File: src/verilog/srt_pkg.sv
// Constants, field layout and state types of the refresh interval timer.
// Assumes a 32-bit classic Wishbone register bus and a same-clock refresh sequencer.
package srt_pkg;

    // Register byte offsets
    localparam logic [7:0] SRT_OFS_CTRL_STATUS = 8'h00;
    localparam logic [7:0] SRT_OFS_COUNT       = 8'h04;
    localparam logic [7:0] SRT_OFS_CONSTANT    = 8'h08;
    localparam logic [7:0] SRT_OFS_SDRAM_CTRL  = 8'h0C;
    localparam logic [7:0] SRT_OFS_REFRESH_STS = 8'h10;

    // Write key in the upper halfword
    localparam logic [15:0] SRT_WRITE_KEY = 16'hA55A;

    // Field positions of the control/status, SDRAM control and refresh status registers
    localparam int SRT_CMF_BIT      = 7;
    localparam int SRT_COMPARE_MATCH_IRQ_ENABLE_BIT     = 6;
    localparam int SRT_CKS_LSB      = 3;
    localparam int SRT_RRC_LSB      = 0;
    localparam int SRT_REFRESH_ENABLE_EN_BIT  = 0;
    localparam int SRT_PEND_BIT     = 4;
    localparam int SRT_REMAIN_LSB   = 0;

    // Reset values
    localparam logic [7:0] SRT_COUNT_RST    = 8'h00;
    localparam logic [7:0] SRT_CONSTANT_RST = 8'h00;
    localparam logic [2:0] SRT_CKS_RST      = 3'h0;
    localparam logic [2:0] SRT_RRC_RST      = 3'h0;

    // Prescaler width covers the largest divider, 4096
    localparam int SRT_PRESC_W = 12;

    typedef logic [2:0] srt_sel_t;
    typedef logic [3:0] srt_cycles_t;

endpackage : srt_pkg

File: src/verilog/srt_tick_if.sv
// Tick request from the timer to the bus-clock prescaler.
// Assumes both ends share clk_i.
`timescale 1ns/10ps
interface srt_tick_if;
    import srt_pkg::*;
    srt_sel_t tick_sel;
    logic     tick;

    modport timer (output tick_sel, input tick);
    modport presc (input tick_sel, output tick);
endinterface : srt_tick_if

File: src/verilog/srt_timer.sv
// Refresh interval timer: counter, time constant, compare flag, refresh request.
// Assumes a classic Wishbone master on clk_i and a refresh sequencer on the same clock
// that pulses refresh_cycle_done_i once per refresh cycle carried out.
//
// The register addresses and the Wishbone interface to the registers were decided locally.
`timescale 1ns/10ps

// Overview of operation
// - Each request asks for 1, 2, 4, 6 or 8 refresh cycles by count code.
// - Eight-bit counter advances once per tick of the selected clock.
// - Counter equal to constant clears the counter to zero.
// - Without a match the counter wraps from 255 to zero.
// - Constant is eight bits; a match sets the compare flag.
// - With refresh enabled, each match raises a refresh request.
// - The request is held until the refresh work is done.
// - A match while a request is pending replaces it, never queues two.
// - With the interrupt enable set, a match raises the interrupt.
// - The interrupt holds until software clears the compare flag or the interrupt enable.
// - Clearing the compare flag leaves a pending refresh request alone.
// - Bits 31..8 of counter and constant read zero; writes must carry key A55A in bits 31..16.
// - Clock select: 000 stops, others divide bus clock by 4 to 4096.
// - The flag clears on a zero write only after reading it as one.
module srt_timer
    import srt_pkg::*;
(
    input  wire logic        clk_i,
    input  wire logic        rst_i,
    input  wire logic        ce_i,
    // Wishbone slave
    input  wire logic        wb_cyc_i,
    input  wire logic        wb_stb_i,
    input  wire logic        wb_we_i,
    input  wire logic [7:0]  wb_adr_i,
    input  wire logic [3:0]  wb_sel_i,
    input  wire logic [31:0] wb_dat_i,
    output logic      [31:0] wb_dat_o,
    output logic             wb_ack_o,
    // Refresh sequencer
    output logic             refresh_req_o,
    output logic      [3:0]  refresh_cycles_o,
    input  wire logic        refresh_cycle_done_i,
    // Compare match interrupt
    output logic             irq_o
);

    typedef struct packed {
        logic [7:0]  count;
        logic [7:0]  constant;
        logic        compare_match_flag;
        logic        cmf_armed;
        logic        compare_match_irq_enable;
        srt_sel_t    cks;
        srt_sel_t    rrc;
        logic        refresh_enable_en;
        logic        pend;
        srt_cycles_t remain;
        logic        ack;
        logic [31:0] rdata;
    } srt_state_s;

    srt_state_s state_q;
    srt_state_s state_d;

    srt_tick_if tick_bus ();

    srt_prescaler u_prescaler (
        .clk_i   (clk_i),
        .rst_i   (rst_i),
        .ce_i    (ce_i),
        .tick_io (tick_bus.presc)
    );

    assign tick_bus.tick_sel = state_q.cks;

    // Cycles per request; reserved codes fall back to a single cycle
    function automatic srt_cycles_t rrc_cycles(input srt_sel_t code);
        case (code)
            3'h0:    rrc_cycles = 4'h1;
            3'h1:    rrc_cycles = 4'h2;
            3'h2:    rrc_cycles = 4'h4;
            3'h3:    rrc_cycles = 4'h6;
            3'h4:    rrc_cycles = 4'h8;
            default: rrc_cycles = 4'h1;
        endcase
    endfunction : rrc_cycles

    function automatic logic [31:0] read_mux(input srt_state_s s, input logic [7:0] adr);
        logic [31:0] v;
        v = 32'h0000_0000;
        case (adr)
            SRT_OFS_CTRL_STATUS: begin
                v[SRT_CMF_BIT]               = s.compare_match_flag;
                v[SRT_COMPARE_MATCH_IRQ_ENABLE_BIT]              = s.compare_match_irq_enable;
                v[SRT_CKS_LSB+:3]            = s.cks;
                v[SRT_RRC_LSB+:3]            = s.rrc;
            end
            SRT_OFS_COUNT:       v[7:0] = s.count;
            SRT_OFS_CONSTANT:    v[7:0] = s.constant;
            SRT_OFS_SDRAM_CTRL:  v[SRT_REFRESH_ENABLE_EN_BIT] = s.refresh_enable_en;
            SRT_OFS_REFRESH_STS: begin
                v[SRT_PEND_BIT]       = s.pend;
                v[SRT_REMAIN_LSB+:4]  = s.remain;
            end
            default:             v = 32'h0000_0000;
        endcase
        return v;
    endfunction : read_mux

    logic req;
    logic wr;
    logic rd_take;
    logic key_ok;
    logic match;

    always_comb begin
        state_d = state_q;
        req     = wb_cyc_i && wb_stb_i;
        // Write takes effect at the edge where ack is seen high
        wr      = req && state_q.ack && wb_we_i;
        rd_take = req && state_q.ack && !wb_we_i;
        key_ok  = (wb_sel_i[3:2] == 2'b11) && (wb_dat_i[31:16] == SRT_WRITE_KEY);
        match   = tick_bus.tick && (state_q.count == state_q.constant);

        // Bus: one wait state, ack drops the cycle after it was given
        state_d.ack = req && !state_q.ack;
        if (req && !state_q.ack) begin
            state_d.rdata = read_mux(state_q, wb_adr_i);
        end

        // Counter
        if (tick_bus.tick) begin
            if (match) begin
                state_d.count = 8'h00;
            end else begin
                state_d.count = state_q.count + 8'h01;
            end
        end

        // Reading the flag as one arms the clear
        if (rd_take && (wb_adr_i == SRT_OFS_CTRL_STATUS) && state_q.compare_match_flag) begin
            state_d.cmf_armed = 1'b1;
        end

        if (wr && wb_sel_i[0]) begin
            case (wb_adr_i)
                SRT_OFS_COUNT: begin
                    if (key_ok) begin
                        state_d.count = wb_dat_i[7:0];
                    end
                end
                SRT_OFS_CONSTANT: begin
                    if (key_ok) begin
                        state_d.constant = wb_dat_i[7:0];
                    end
                end
                SRT_OFS_CTRL_STATUS: begin
                    if (key_ok) begin
                        state_d.compare_match_irq_enable = wb_dat_i[SRT_COMPARE_MATCH_IRQ_ENABLE_BIT];
                        state_d.cks  = wb_dat_i[SRT_CKS_LSB+:3];
                        state_d.rrc  = wb_dat_i[SRT_RRC_LSB+:3];
                        if (!wb_dat_i[SRT_CMF_BIT] && state_q.cmf_armed) begin
                            state_d.compare_match_flag = 1'b0;
                        end
                        state_d.cmf_armed = 1'b0;
                    end
                end
                SRT_OFS_SDRAM_CTRL: begin
                    state_d.refresh_enable_en = wb_dat_i[SRT_REFRESH_ENABLE_EN_BIT];
                end
                default: begin
                    state_d.refresh_enable_en = state_q.refresh_enable_en;
                end
            endcase
        end

        // Set wins over a clear in the same cycle; refresh path untouched by it
        if (match) begin
            state_d.compare_match_flag = 1'b1;
        end

        // Refresh request bookkeeping
        if (state_q.pend && refresh_cycle_done_i) begin
            if (state_q.remain <= 4'h1) begin
                state_d.pend   = 1'b0;
                state_d.remain = 4'h0;
            end else begin
                state_d.remain = state_q.remain - 4'h1;
            end
        end
        if (match && state_q.refresh_enable_en) begin
            // Older request is dropped and replaced
            state_d.pend   = 1'b1;
            state_d.remain = rrc_cycles(state_q.rrc);
        end
    end

    always_ff @(posedge clk_i) begin
        if (rst_i) begin
            state_q          <= '0;
            state_q.count    <= SRT_COUNT_RST;
            state_q.constant <= SRT_CONSTANT_RST;
            state_q.cks      <= SRT_CKS_RST;
            state_q.rrc      <= SRT_RRC_RST;
        end else if (ce_i) begin
            state_q <= state_d;
        end
    end

    assign wb_ack_o         = state_q.ack;
    assign wb_dat_o         = state_q.rdata;
    assign refresh_req_o    = state_q.pend;
    assign refresh_cycles_o = state_q.remain;
    assign irq_o            = state_q.compare_match_flag && state_q.compare_match_irq_enable;

endmodule : srt_timer

File: src/verilog/srt_prescaler.sv
// Bus clock prescaler giving one-cycle ticks at /4 .. /4096.
// Assumes clk_i is the bus clock; select 000 gives no ticks.
`timescale 1ns/10ps
module srt_prescaler
    import srt_pkg::*;
(
    input  wire logic clk_i,
    input  wire logic rst_i,
    input  wire logic ce_i,
    srt_tick_if.presc tick_io
);

    typedef struct packed {
        logic [SRT_PRESC_W-1:0] presc;
    } srt_presc_s;

    srt_presc_s state_q;
    srt_presc_s state_d;

    // Mask of low prescaler bits that must all be one for a tick
    function automatic logic [SRT_PRESC_W-1:0] div_mask(input srt_sel_t sel);
        case (sel)
            3'h1:    div_mask = 12'h0003;
            3'h2:    div_mask = 12'h000F;
            3'h3:    div_mask = 12'h003F;
            3'h4:    div_mask = 12'h00FF;
            3'h5:    div_mask = 12'h03FF;
            3'h6:    div_mask = 12'h07FF;
            3'h7:    div_mask = 12'h0FFF;
            default: div_mask = 12'h0000;
        endcase
    endfunction : div_mask

    logic [SRT_PRESC_W-1:0] mask;

    always_comb begin
        mask          = div_mask(tick_io.tick_sel);
        state_d       = state_q;
        state_d.presc = state_q.presc + 12'h001;
        tick_io.tick  = ce_i && (tick_io.tick_sel != 3'h0)
                        && ((state_q.presc & mask) == mask);
    end

    always_ff @(posedge clk_i) begin
        if (rst_i) begin
            state_q <= '0;
        end else if (ce_i) begin
            state_q <= state_d;
        end
    end

endmodule : srt_prescaler

File: config.mk
export PLATFORM = sky130hd
export DESIGN_NAME = srt_timer
export DESIGN_NICKNAME = d
export VERILOG_FILES = /design/src/verilog/srt_pkg.sv /design/src/verilog/srt_tick_if.sv /design/src/verilog/srt_timer.sv /design/src/verilog/srt_prescaler.sv
export SDC_FILE = /design/constraint.sdc
export NUM_CORES = 1
export LEC_CHECK = 0
export BUFFER_PORTS_ARGS = -buffer_cell sky130_fd_sc_hd__buf_2
export CAP_MARGIN = 15
export CORE_MARGIN = 4
export CORE_UTILIZATION = 55
export CTS_BUF_LIST = sky130_fd_sc_hd__clkbuf_4
export DETAILED_ROUTE_END_ITERATION = 8
export GPL_TIMING_DRIVEN = 1
export PLACE_DENSITY = 0.8
export SLEW_MARGIN = 20
export SYNTH_ARGS = -nofsm -noshare
export SYNTH_HDL_FRONTEND = slang
export SYNTH_HIERARCHICAL = 1
export SYNTH_SLANG_ARGS = --single-unit
File: constraint.sdc
create_clock -name clk_i -period 4.3 [get_ports clk_i]
set_clock_uncertainty 0.2 [all_clocks]
set_input_delay 1.29 -clock clk_i [delete_from_list [all_inputs] [get_ports clk_i]]
set_output_delay 1.29 -clock clk_i [all_outputs]
set_load 0.02 [all_outputs]
# After elaboration in Yosys (flattened, before gate mapping)
# Cells that the tools add are included.
# word_totals
word_cells,93
register_bits,52
output_inout_bits,39
# classes
bitwise,1
mux,22
order_cmp,1
n_reduce_logical,34
n_addsub,3
eq_ne,19
# ops
operator,n
12-bit one-hot mux with 7 select lines,1
8-bit two-way mux,6
4-bit one-hot mux with 4 select lines,2
26-bit two-way mux,1
9-bit two-way mux,2
16-bit == test (second input constant),1
8-bit by 4-bit == test with 1-bit output (second input constant),2
1-bit logical AND,16
3-bit == test (second input constant),5
12-bit by 1-bit adder with 12-bit output (second input constant),1
12-bit AND,1
12-bit == test,1
3-bit by 2-bit == test with 1-bit output (second input constant),4
2-bit nonzero test,6
5-bit two-way mux,2
3-bit one-hot mux with 3 select lines,1
8-bit by 1-bit adder with 8-bit output (second input constant),1
8-bit by 3-bit == test with 1-bit output (second input constant),1
8-bit by 5-bit == test with 1-bit output (second input constant),1
8-bit == test,1
8-bit logical NOT,1
4-bit AND reduction,2
3-bit by 1-bit == test with 1-bit output (second input constant),2
3-bit AND reduction,2
10 further kinds,17

# Logic depth before layout (Yosys ltp)
# Gate-level depths: netlist of run 1.
# logic_depth
ltp_word,12
depth_mapped,10
mapped_depth_nobuf,8

# Cells and area by module
# The synthesis of run 1 kept the hierarchy.
# modules_own_cells
module,area_per_inst_um2,cells_each,seq_area_each_um2,instances
srt_timer,2677.6,332,800.8,1
srt_prescaler,640.6,70,240.2,1

# Worst setup path after synthesis of run 1
# OpenSTA, ideal clock, no wires.
# synth_path
kind,in2reg
startpoint,input port ce_i
endpoint,"register state_q, in the netlist refresh_cycles_o[0]"
arrival_time_ps,3200
setup_ps,117
setup_slack_ps,783
cell_stages,9
path_cell_list,buf_4 -> nand3_4 -> a211oi_1 -> and4b_1 -> clkbuf_1 -> nand2_1 -> nor4_4 -> mux2_2 -> a32o_1
# synth_via
elab_chain_cells,6
elab_cells_between_ends,7
# synth_rtl
item,line_no,text
from (decl),srt_timer.sv:28,"input wire logic ce_i,"
1-bit logical AND (*),srt_prescaler.sv:40,tick_io.tick = ce_i && (tick_io.tick_sel != 3'h0)
1-bit logical AND (*),srt_prescaler.sv:41,&& ((state_q.presc & mask) == mask);
net tick_bus.tick,srt_tick_if.sv:7,logic tick;
1-bit logical AND (*),srt_timer.sv:122,match = tick_bus.tick && (state_q.count == state_q.constant);
1-bit logical AND (*),srt_timer.sv:190,if (match && state_q.refresh_enable_en) begin
2-bit nonzero test (no source line),n/a,
2-bit AND reduction (no source line),n/a,
to (signal assigned),srt_timer.sv:205,state_q <= state_d;
to (decl),srt_timer.sv:61,srt_state_s state_q;
# Mark *: on every way through the listed nets, which the timed path passes. The rest lies on a longest branch.
# A chain may end at the register's enable or synchronous reset.

# Final worst setup path of run 1
# Same ends and word-level chain as after synthesis.

==> results of run 1 <==
[placed cells by master, fill, tap and decap left out, types with 4 or more instances in the layout]
cell type	n
a31oi_1	4
nor2b_1	5
or4_1	5
nand3_1	34
dfxtp_1	52
xor2_1	7
ha_1	4
a222oi_1	8
clkbuf_4	6
a211oi_1	5
nor4_1	4
nand4_1	8
conb_1	24
a21oi_1	28
o21ai_0	24
buf_2	56
inv_1	9
a2bb2oi_1	4
xnor2_1	10
nand2_1	27
a22o_1	4
nor2_1	27
buf_4	4
o31ai_1	4
nor3_1	7
or3_1	6
[worst register-to-register path, cell delays in order, from the launching register on]
cell	delay, ns
dfxtp_1	0.48
nand4_4	0.17
o21ai_0	0.20
and4b_1	0.42
nand2_1	0.18
nor4_4	0.40
mux2_2	0.39
a32o_1	0.26
[cell usage after synthesis (all sizes together) (8+ instances only)]
library cell	n	share of area
a222oi	8	0.024
o21ai	24	0.036
nand3	35	0.057
nor2	27	0.031
buf	45	0.096
clkbuf	13	0.016
nor3	10	0.023
dfxtp	52	0.31
inv	9	0.010
nand4	11	0.032
xnor2	10	0.026
a21oi	28	0.042
nand2	28	0.032
[per-stage QoR]
step	power, mW	cell area, um^2	utilization	cells
2_1_floorplan	0.590	3400	-	425
3_5_place_dp	0.609	3440	0.584	502
4_1_cts	0.834	3500	0.594	510
3_3_place_gp	0.607	3440	0.584	502
6_report	0.834	3500	0.594	510
5_1_grt	0.871	3500	0.594	510
[registers in the layout, indices dropped and copies added (netlist names)]
register	count
state_q	23
u_prescaler/state_q	12
wb_dat_o	8
refresh_cycles_o	4
tick_bus.tick_sel	3
refresh_req_o	1
wb_ack_o	1
[worst paths after layout]
path	depth (start not counted)	slack, ns	startpoint	endpoint
max	8	1.02	ce_i	refresh_cycles_o[0]
min reg2reg	1	0.29	wb_dat_o[2]	wb_dat_o[2]
max reg2reg	7	1.52	u_prescaler/state_q[5]	refresh_cycles_o[0]
min	1	0.29	wb_dat_o[2]	wb_dat_o[2]
[cell families (layout without fill, tap and decap cells)]
kind of cell             after synthesis  in the layout  share of synthesized area
AND/OR/NAND/NOR                      160            160                      0.293
AO/OA/AOI/OAI                         96             96                      0.193
buffers and inverters                 67             77                      0.122
flip-flops                            52             52                      0.314
XOR/XNOR                              17             17                     0.0449
multiplexers                           5              5                     0.0162
adder cells (fa/ha/maj)                4              4                     0.0151
other                                  1             24                    0.00113
[final cells by class]
type	count	area share
flip-flops and latches	52	0.298
clock buffers	6	0.0129
repair buffers	60	0.0887
clock inverters	2	0.00465
inverters	9	0.00966
multi-input cells	306	0.560
well taps	75	0.0268
[per-layer routing]
layer | track usage | vias to the layer above
li1 | - | 1497
met1 | 0.276 | 1374
met2 | 0.356 | 169
met3 | 0.0519 | 19
met4 | 0.0820 | 0
met5 | 0 | -
[power by group through the flow]
stage          clock [mW]  combinational [mW]  sequential (mW)
2_1_floorplan           0              0.0846            0.506
3_5_place_dp            0               0.100            0.509
6_report            0.234               0.101            0.499
5_1_grt             0.260               0.111            0.500
4_1_cts             0.235               0.100            0.498
3_3_place_gp            0              0.0983            0.509
==> results.txt, run 1 <==
Chip Height - 85.7 um
Seq/Total Area, Yosys - 0.314
# H-tree levels - 2
Layout fillers - 534
Clk slew on worst S/H paths - 0.15 ns
Maxcap violations - 0
M1 WL - 3300 um
Pre-antenna DRT Iters - 7
Area grow syn2layout - 5.43%
Gate power share - 0.122
GRT Overall Usage - 0.217
Pre-CTS WS - 0.620 ns
Maximum vdd drop - 0.000140 V
TritonCTS buffer count - 5
Cts repair resizes - 0
Placement row count - 28
Power per cell area - 238 mW/mm^2
Grt total ovfl - 0
Remaining antenna violation count - 0
Routed len/inst - 15.5 um
Fraction of registers with async set/reset - 0
Outcome - completed
Metal2 WL - 3680 um
Share of cells above drive strength 1 - 0.202
Fin crit share - 0.763
Fmax - 305 MHz
Largest net degree at the start of global routing - 27
WL final - 7930 um
Iteration-0 DRC Markers - 268
Setup bufs post-CTS - 0
Top_reg_cell synth - dfxtp_1
CP Data Arrival Time - 3.38 ns
Max-slew violations - 0
Avg Synthesized Cell Area - 8.25 um^2
Area of the multi-input gates - 0.00196 mm^2
Cell Chain, Critical Path - buf_2 > nand3_4 > a211oi_1 > and4b_1 > nand2_1 > nor4_4 > mux2_2 > a32o_1
Vias per inst - 6.00
Register Area - 0.00104 mm^2
Core area - 0.00589 mm^2
Worst Setup End Kind - flip-flop
Die ar. - 0.00734 mm^2
Final hold viol count - 0
Skew-Pair Late Insertion Delay - 0.40 ns
Worst setup margin - 1.02 ns
Post-Synthesis Cells - 402
Clock Sinks - 52
IO buf count - 56
Cell family with most CP delay - simple AND/OR/NAND/NOR gates
Startpoint class of the critical path - primary input
CTS tree - yes
Nets - 489
DR vias - 3059
Max clock buf depth - 2
Critical path class - primary input to flip-flop
Min-Delay Path Class - flip-flop to flip-flop
Count of flip-flops with a built-in enable after synthesis - 0
Leakage power - 1.31 nW
Cell area after synthesis - 0.00332 mm^2
Cts hold-fix bufs - 0
Slew margin rel. - 0.511
Syn. warnings - 6
Clk root buf - clkbuf_4
Least-Margin Pin Slew - 0.731 ns
Final Wtd Congestion - 0.918
Clock Power Share - 0.280
Ant diodes - 0
RSZ-0062 raised after global routing - false
Internal Power - 0.594 mW
Slowest-stage cell, CP - and4b_1
Yosys cell types - 63
First-pass GRT wire length - 12900 um
Detailed placement HPWL - 5830 um
CP max stage delay - 0.43 ns
Vias in the first global route - 2738
DRC - 0
Initial Utilization - 0.564
IO Count - 90
Hold slack - 0.294 ns
Max layer used - met4
Sequential share of power - 0.598
Worst endpoint required time - 4.40 ns
Antenna violations before repair - 0
Die W - 85.7 um
Met3 WL - 771 um
Final TNS setup - 0 ns
Final Critical Period - 3.28 ns
Post-synthesis register bit count - 52
Bufs and invs on worst path - 1
Switch share - 0.287
Max FO, Critical Path - 9
Net switching power - 0.239 mW
Endpoints failing setup - 0
(Power assumes the default switching activity.)
==> inputs of run 2 (changes only) <==
- ABC_AREA: not set -> 1
- CORE_UTILIZATION: 55 -> 50
- PLACE_DENSITY: 0.8 -> 0.76
- clock period: 4.3 -> 2.6 ns (I/O delays scaled with it)
==> run 2 against run 1 <==
Count of clock-buffer cells in the layout down 1. Register-to-register slack got worse by 1.3 ns. Flip-flop and latch count did not move. Die area increased by 15%. Total power is 56% higher. Synthesized area is 6.3% higher. Largest power group unchanged. Critical path type is now flip-flop to flip-flop. Worst setup slack lost 0.82 ns. Combinational power grew 41%. Clock power is 51% higher. Wire length increased by 4.3%.
==> results.txt, run 2 <==
Power per cell area - 343 mW/mm^2 (was 238 mW/mm^2)
RSZ-0062 raised after global routing - false (unchanged)
Post-synth top cells - nand2_1 (134), inv_1 (71), dfxtp_1 (52) (was dfxtp_1 (52), buf_4 (38), nand3_1 (34))
Seq/Total Area, Yosys - 0.295 (was 0.314)
Top-area cell type share of the netlist area - 0.295 (was 0.314)
Antenna violations before repair - 0 (unchanged)
Startpoint class of the critical path - flip-flop (was primary input)
Fmax - 416 MHz
Share of cells above drive strength 1 - 0.190 (was 0.202)
Slew margin rel. - 0.630 (was 0.511)
Vias per inst - 5.01 (was 6.00)
Pre-antenna DRT Iters - 7 (unchanged)
Yosys cell types - 40 (was 63)
Biggest register - state_q (unchanged)
Final Critical Period - 2.40 ns
# H-tree levels - 2 (unchanged)
CP Data Arrival Time - 2.53 ns (was 3.38 ns)
Top_reg_cell synth - dfxtp_1 (unchanged)
Chip Height - 92.0 um (was 85.7 um)
Overall power - 1.30 mW (was 0.834 mW)
Area grow syn2layout - 7.34% (was 5.43%)
Core area - 0.00683 mm^2 (was 0.00589 mm^2)
GRT Overall Usage - 0.200 (was 0.217)
Grt total ovfl - 0 (unchanged)
Fin crit share - 0.924
Worst setup margin - 0.197 ns (was 1.02 ns)
Vias in the first global route - 3155 (was 2738)
Fraction of registers with async set/reset - 0 (unchanged)
Leakage power - 1.82 nW (was 1.31 nW)
CTS tree - yes (unchanged)
Least-Margin Pin Slew - 0.549 ns (was 0.731 ns)
Clk root buf - clkbuf_4 (unchanged)
Min-Delay Path Class - flip-flop to flip-flop (unchanged)
Finished Layout Cells - 679 (was 510)
Outcome - completed (unchanged)
Largest net degree at the start of global routing - 25 (was 27)
Detailed placement HPWL - 6260 um (was 5830 um)
Min-Delay Endpoint - wb_dat_o[3] (was wb_dat_o[2])
First-pass GRT wire length - 13900 um (was 12900 um)
Endpoints failing setup - 0 (unchanged)
Placement row count - 30 (was 28)
IO Count - 90 (unchanged)
Cell family with most CP delay - simple AND/OR/NAND/NOR gates (unchanged)
DR vias - 3401 (was 3059)
DP Cell Count - 671 (was 502)
Most frequent cells in the layout - nand2_1 (134), inv_1 (71), buf_2 (56) (was buf_2 (56), dfxtp_1 (52), nand3_1 (34))
Syn. warnings - 6 (unchanged)
Die W - 92.0 um (was 85.7 um)
Nets - 637 (was 489)
Worst endpoint required time - 2.73 ns (was 4.40 ns)
Final Wtd Congestion - 0.896 (was 0.918)
Final TNS setup - 0 ns (unchanged)
IO buf count - 56 (unchanged)
Worst r2r src - u_prescaler/state_q[5] (unchanged)
Avg Synthesized Cell Area - 6.61 um^2 (was 8.25 um^2)
Post-synthesis register bit count - 52 (unchanged)
Iteration-0 DRC Markers - 247 (was 268)
Bufs and invs on worst path - 2 (was 1)
Worst reg-to-reg path cell count - 14 (was 7)
Skew-Pair Late Insertion Delay - 0.37 ns (was 0.40 ns)
R2r endpoint - refresh_cycles_o[2] (was refresh_cycles_o[0])
Max clock buf depth - 2 (unchanged)
Slowest-stage cell, CP - dfxtp_1 (was and4b_1)
Clk slew on worst S/H paths - 0.15 ns (about the same)
Cell area after synthesis - 0.00353 mm^2 (was 0.00332 mm^2)
Worst hold start - wb_dat_o[3] (was wb_dat_o[2])
DRC - 0 (unchanged)
Critical path class - flip-flop to flip-flop (was primary input to flip-flop)
Synth area leaders - dfxtp_1 (30%), nand2_1 (14%), buf_4 (7.9%), inv_1 (7.6%), a21oi_1 (6.0%) (was dfxtp_1 (31%), buf_4 (8.6%), nand3_1 (5.1%), a21oi_1 (4.2%), o21ai_0 (3.6%))
Max reg flops - 23 (unchanged)
Flop2flop setup slack - 0.20 ns (was 1.52 ns)
CP max stage delay - 0.42 ns (was 0.43 ns)
Pre-CTS WS - -0.161 ns (was 0.620 ns)
Worst Hold Depth - 2 (was 1)
Ant diodes - 0 (unchanged)
Clock Sinks - 52 (unchanged)
Max FO, Critical Path - 8 (was 9)
Count leader, synth - nand2_1 (was dfxtp_1)
Routed len/inst - 12.2 um (was 15.5 um)
Max-slew violations - 0 (unchanged)
Maxcap violations - 0 (unchanged)
TritonCTS buffer count - 5 (unchanged)
Cell Chain, Critical Path - nand2_1 > nor2_2 > nand4_1 > a21oi_2 > inv_2 > a21oi_1 > nand3_1 > nor2_2 > nand3_2 > inv_1 > nand3_1 > nand2_1 > nor2_1 > nor2_1 (was buf_2 > nand3_4 > a211oi_1 > and4b_1 > nand2_1 > nor4_4 > mux2_2 > a32o_1)
Count of flip-flops with a built-in enable after synthesis - 0 (unchanged)
Die ar. - 0.00846 mm^2 (was 0.00734 mm^2)
Hold slack - 0.274 ns (was 0.294 ns)
WL final - 8270 um (was 7930 um)
Initial Utilization - 0.516 (was 0.564)
Maximum vdd drop - 0.000267 V (was 0.000140 V)
Yosys top cell by area - dfxtp_1 (unchanged)
Remaining antenna violation count - 0 (unchanged)
Post-Synthesis Cells - 534 (was 402)
Most common cell after layout, fill and taps aside - nand2_1 (was buf_2)
Final hold viol count - 0 (unchanged)
Worst Setup End Kind - flip-flop (unchanged)
run 2: how the worst max path moves through the flow:
stage                                start                   to  slack (ns)  depth (start not counted)
finish              u_prescaler/state_q[5]  refresh_cycles_o[2]        0.20                         14
global route        u_prescaler/state_q[5]  refresh_cycles_o[0]      0.0009                         14
CTS                 u_prescaler/state_q[5]  refresh_cycles_o[2]        0.18                         14
detailed placement                    ce_i          state_q[62]       -0.16                         14
global placement                      ce_i          state_q[63]       -0.13                         14
floorplan                             ce_i  refresh_cycles_o[0]       0.004                         14
run 2: logic make-up (layout without fill, tap and decap cells):
family                   after synthesis  in the layout  share of synthesized area
AND/OR/NAND/NOR                      258            258                      0.353
buffers and inverters                123            149                      0.181
AO/OA/AOI/OAI                         88             88                      0.136
flip-flops                            52             52                      0.295
XOR/XNOR                               8              8                     0.0199
adder cells (fa/ha/maj)                4              4                     0.0142
other                                  1             24                    0.00106
run 2: layout make-up:
type | instances | area, um^2
Fill cell | 683 | 3040
Multi-Input combinational cell | 382 | 1940
Sequential cell | 52 | 1040
Timing Repair Buffer | 65 | 348
Inverter | 76 | 287
Tap cell | 96 | 120
Clock buffer | 5 | 37.5
Clock inverter | 3 | 13.8
run 2: repair_timing:
item | in CTS | in global routing
hold buffers | 0 | 0
resized for setup | 0 | 2
setup endpoints to repair | 0 | 13
buffers inserted | 0 | 0
run 2: power by group:
| part | leakage (nW) | switching, mW | internal, mW |
|---|---|---|---|
| logic | 1.37 | 0.100 | 0.0424 |
| clock network | 0.0324 | 0.253 | 0.100 |
| registers | 0.419 | 0.00423 | 0.801 |
run 2: metrics by stage:
step / util / area, um^2
after floorplan: - / 3610
after global placement: 0.546 / 3730
after detailed placement: 0.546 / 3730
after CTS: 0.553 / 3780
after global routing: 0.554 / 3790
final: 0.554 / 3790
run 2: metal layers:
metal  GRT usage  routed length [um]  part of all wire  up-vias
li1            -                   -                 -     1740
met1       0.245                3530              0.43     1525
met2       0.361                4040              0.49      121
met3      0.0304                 554             0.067       15
met4      0.0557                 136             0.016        0
met5           0                   0                 0        -
run 2: worst min-delay path: stages, from the launching register on:
cell and delay (ns):
dfxtp_1 0.33, nand2_1 0.06, a21oi_1 0.06
==> inputs of run 3 (changes only) <==
- CAP_MARGIN: 15 -> not set
- CORE_UTILIZATION: 50 -> 24
- PLACE_DENSITY: 0.76 -> 0.41
==> run 3 against run 2 <==
Via count hardly changed. Clock power is 11% higher. Utilization is 28 points lower. Global-route usage is 7.7 points lower. Hold slack hardly changed. Sequential share of layout area is 1.2 points lower. Fmax is 3.7% higher. Largest power group unchanged. Highest routed layer unchanged.
==> results.txt, run 3 (synthesis gave the netlist of run 2 again) <==
Outcome - completed (unchanged)
Area grow syn2layout - 12.4% (was 7.34%)
Cell Chain, Critical Path - nand2_1 > nor2_2 > nand4_1 > a21oi_2 > inv_2 > a21oi_1 > nand3_1 > nor2_4 > nand3_4 > inv_1 > nand3_1 > nand2_1 > nor2_1 > nor2_1 (was nand2_1 > nor2_2 > nand4_1 > a21oi_2 > inv_2 > a21oi_1 > nand3_1 > nor2_2 > nand3_2 > inv_1 > nand3_1 > nand2_1 > nor2_1 > nor2_1)
DRC - 0 (unchanged)
Final Cell Area - 0.00397 mm^2 (was 0.00379 mm^2)
Cts hold-fix bufs - 0 (unchanged)
First-pass GRT wire length - 16200 um (was 13900 um)
Metal2 WL - 4890 um (was 4040 um)
Maxcap violations - 0 (unchanged)
CP max stage delay - 0.39 ns (was 0.42 ns)
Antenna violations before repair - 0 (unchanged)
Core area - 0.0145 mm^2 (was 0.00683 mm^2)
Final Critical Period - 2.32 ns (was 2.40 ns)
Clk slew on worst S/H paths - 0.17 ns (was 0.15 ns)
Placed cell areas - 0.00388 mm^2 (was 0.00373 mm^2)
Ant diodes - 0 (unchanged)
Nets - 642 (was 637)
Overall power - 1.34 mW (was 1.30 mW)
Sequential share of power - 0.601 (was 0.619)
Net switching power - 0.390 mW (was 0.357 mW)
Worst setup margin - 0.283 ns (was 0.197 ns)
Die W - 129 um (was 92.0 um)
Skew-Pair Late Insertion Delay - 0.39 ns (was 0.37 ns)
Endpoints failing setup - 0 (unchanged)
Final hold viol count - 0 (unchanged)
Max FO, Critical Path - 8 (unchanged)
Max reg flops - 23 (unchanged)
Placement row count - 44 (was 30)
Vias in the first global route - 3233 (was 3155)
Max-slew violations - 0 (unchanged)
Least-Margin Pin Slew - 0.637 ns (was 0.549 ns)
M1 WL - 4440 um (was 3530 um)
Clk root buf - clkbuf_4 (unchanged)
Worst r2r src - u_prescaler/state_q[5] (unchanged)
Critical Path Start - u_prescaler/state_q[5] (unchanged)
Worst Setup End Kind - flip-flop (unchanged)
Grt total ovfl - 0 (unchanged)
Max layer used - met4 (unchanged)
Min-Delay Path Class - flip-flop to flip-flop (unchanged)
IO Count - 90 (unchanged)
DR vias - 3402 (was 3401)
Switch share - 0.290 (was 0.274)
TritonCTS buffer count - 5 (unchanged)
Layout fillers - 1630 (was 683)
Iteration-0 DRC Markers - 144 (was 247)
Final Wtd Congestion - 0.814 (was 0.896)
Chip Height - 129 um (was 92.0 um)
RSZ-0062 raised after global routing - false (unchanged)
Final TNS setup - 0 ns (unchanged)
Max clock buf depth - 2 (unchanged)
Worst endpoint required time - 2.73 ns (about the same)
Startpoint class of the critical path - flip-flop (unchanged)
Clock Sinks - 52 (unchanged)
Critical path destination - refresh_cycles_o[1] (was refresh_cycles_o[2])
Detailed placement HPWL - 7890 um (was 6260 um)
Clock Power Share - 0.291 (was 0.271)
Slew margin rel. - 0.575 (was 0.630)
R2r endpoint - refresh_cycles_o[1] (was refresh_cycles_o[2])
Gate power share - 0.108 (was 0.110)
Biggest register - state_q (unchanged)
Fin crit share - 0.891 (was 0.924)
Pre-antenna DRT Iters - 5 (was 7)
GRT Overall Usage - 0.123 (was 0.200)
Fmax - 432 MHz (was 416 MHz)
Slowest-stage cell, CP - dfxtp_2 (was dfxtp_1)
Critical path class - flip-flop to flip-flop (unchanged)
Remaining antenna violation count - 0 (unchanged)
Leakage power - 1.86 nW (was 1.82 nW)
Power per cell area - 338 mW/mm^2 (was 343 mW/mm^2)
CP Data Arrival Time - 2.45 ns (was 2.53 ns)
Most frequent cells in the layout - nand2_1 (133), inv_1 (71), buf_2 (56) (was nand2_1 (134), inv_1 (71), buf_2 (56))
Internal Power - 0.952 mW (was 0.944 mW)
Share of cells above drive strength 1 - 0.206 (was 0.190)
Largest net degree at the start of global routing - 25 (unchanged)
WL final - 10000 um (was 8270 um)
Layout Utilization - 0.274 (was 0.554)
Maximum vdd drop - 0.000192 V (was 0.000267 V)
Most common cell after layout, fill and taps aside - nand2_1 (unchanged)
IO buf count - 56 (unchanged)
Flop2flop setup slack - 0.28 ns (was 0.20 ns)
Met3 WL - 471 um (was 554 um)
Worst reg-to-reg path cell count - 14 (unchanged)
# H-tree levels - 2 (unchanged)
CTS tree - yes (unchanged)
Vias per inst - 4.41 (was 5.01)
Setup bufs post-CTS - 0 (unchanged)
Pre-CTS WS - -0.177 ns (was -0.161 ns)
Routed len/inst - 13.0 um (was 12.2 um)
Die ar. - 0.0167 mm^2 (was 0.00846 mm^2)
Initial Utilization - 0.244 (was 0.516)
Cts repair resizes - 0 (unchanged)
[run 3: cell count changes in the layout (fill, tap and decap cells not counted), sizes merged]
| cell | before | now |
|---|---|---|
| inv | 75 | 76 |
| clkinvlp | 0 | 1 |
| clkinv | 4 | 2 |
| buf | 65 | 70 |
[run 3: per-stage QoR]
| step | instances | hold WS [ns] |
|---|---|---|
| CTS | 772 | 0.280 |
| floorplan | 557 | 0.246 |
| global route | 772 | 0.298 |
| global placement | 764 | 0.257 |
| detailed placement | 764 | 0.257 |
| finish | 772 | 0.274 |
[run 3: power groups by stage]
stage | Clock [mW] | Sequential (mW) | Combinational [mW]
6_report | 0.391 | 0.806 | 0.145
5_1_grt | 0.452 | 0.807 | 0.164
4_1_cts | 0.422 | 0.806 | 0.147
3_5_place_dp | 0 | 0.823 | 0.147
3_3_place_gp | 0 | 0.823 | 0.146
2_1_floorplan | 0 | 0.823 | 0.116
[run 3: final cells by class]
class,count,area (um^2),area share
clock buffer,5,37.5,0.00946
clock inverter,3,21.3,0.00536
inverter,76,287,0.0722
multi-input combinational,382,1960,0.494
sequential,52,1040,0.263
tap,184,230,0.0580
timing repair buffer,70,385,0.0971
[run 3: worst max-delay path: cells and delay by family, from the launching register on]
family | cells | cell delay (ns)
AO/OA/AOI/OAI | 2 | 0.33
AND/OR/NAND/NOR | 10 | 1.13
flip-flops | 1 | 0.39
buffers and inverters | 2 | 0.19
[run 3: worst min-delay path by stage]
| stage | from | depth (start not counted) | end | slack (ns) |
|---|---|---|---|---|
| 2_1_floorplan | wb_dat_o[1] | 2 | wb_dat_o[1] | 0.25 |
| 3_3_place_gp | wb_dat_o[3] | 2 | wb_dat_o[3] | 0.26 |
| 3_5_place_dp | wb_dat_o[6] | 2 | wb_dat_o[6] | 0.26 |
| 4_1_cts | wb_dat_o[6] | 2 | wb_dat_o[6] | 0.28 |
| 5_1_grt | wb_dat_o[3] | 2 | wb_dat_o[3] | 0.30 |
| 6_report | wb_dat_o[6] | 2 | wb_dat_o[6] | 0.27 |
[run 3: routing by layer]
metal	vias up	global-route usage
met5	-	0
met4	0	0.0432
met3	15	0.0198
met2	85	0.213
met1	1553	0.155
li1	1749	-
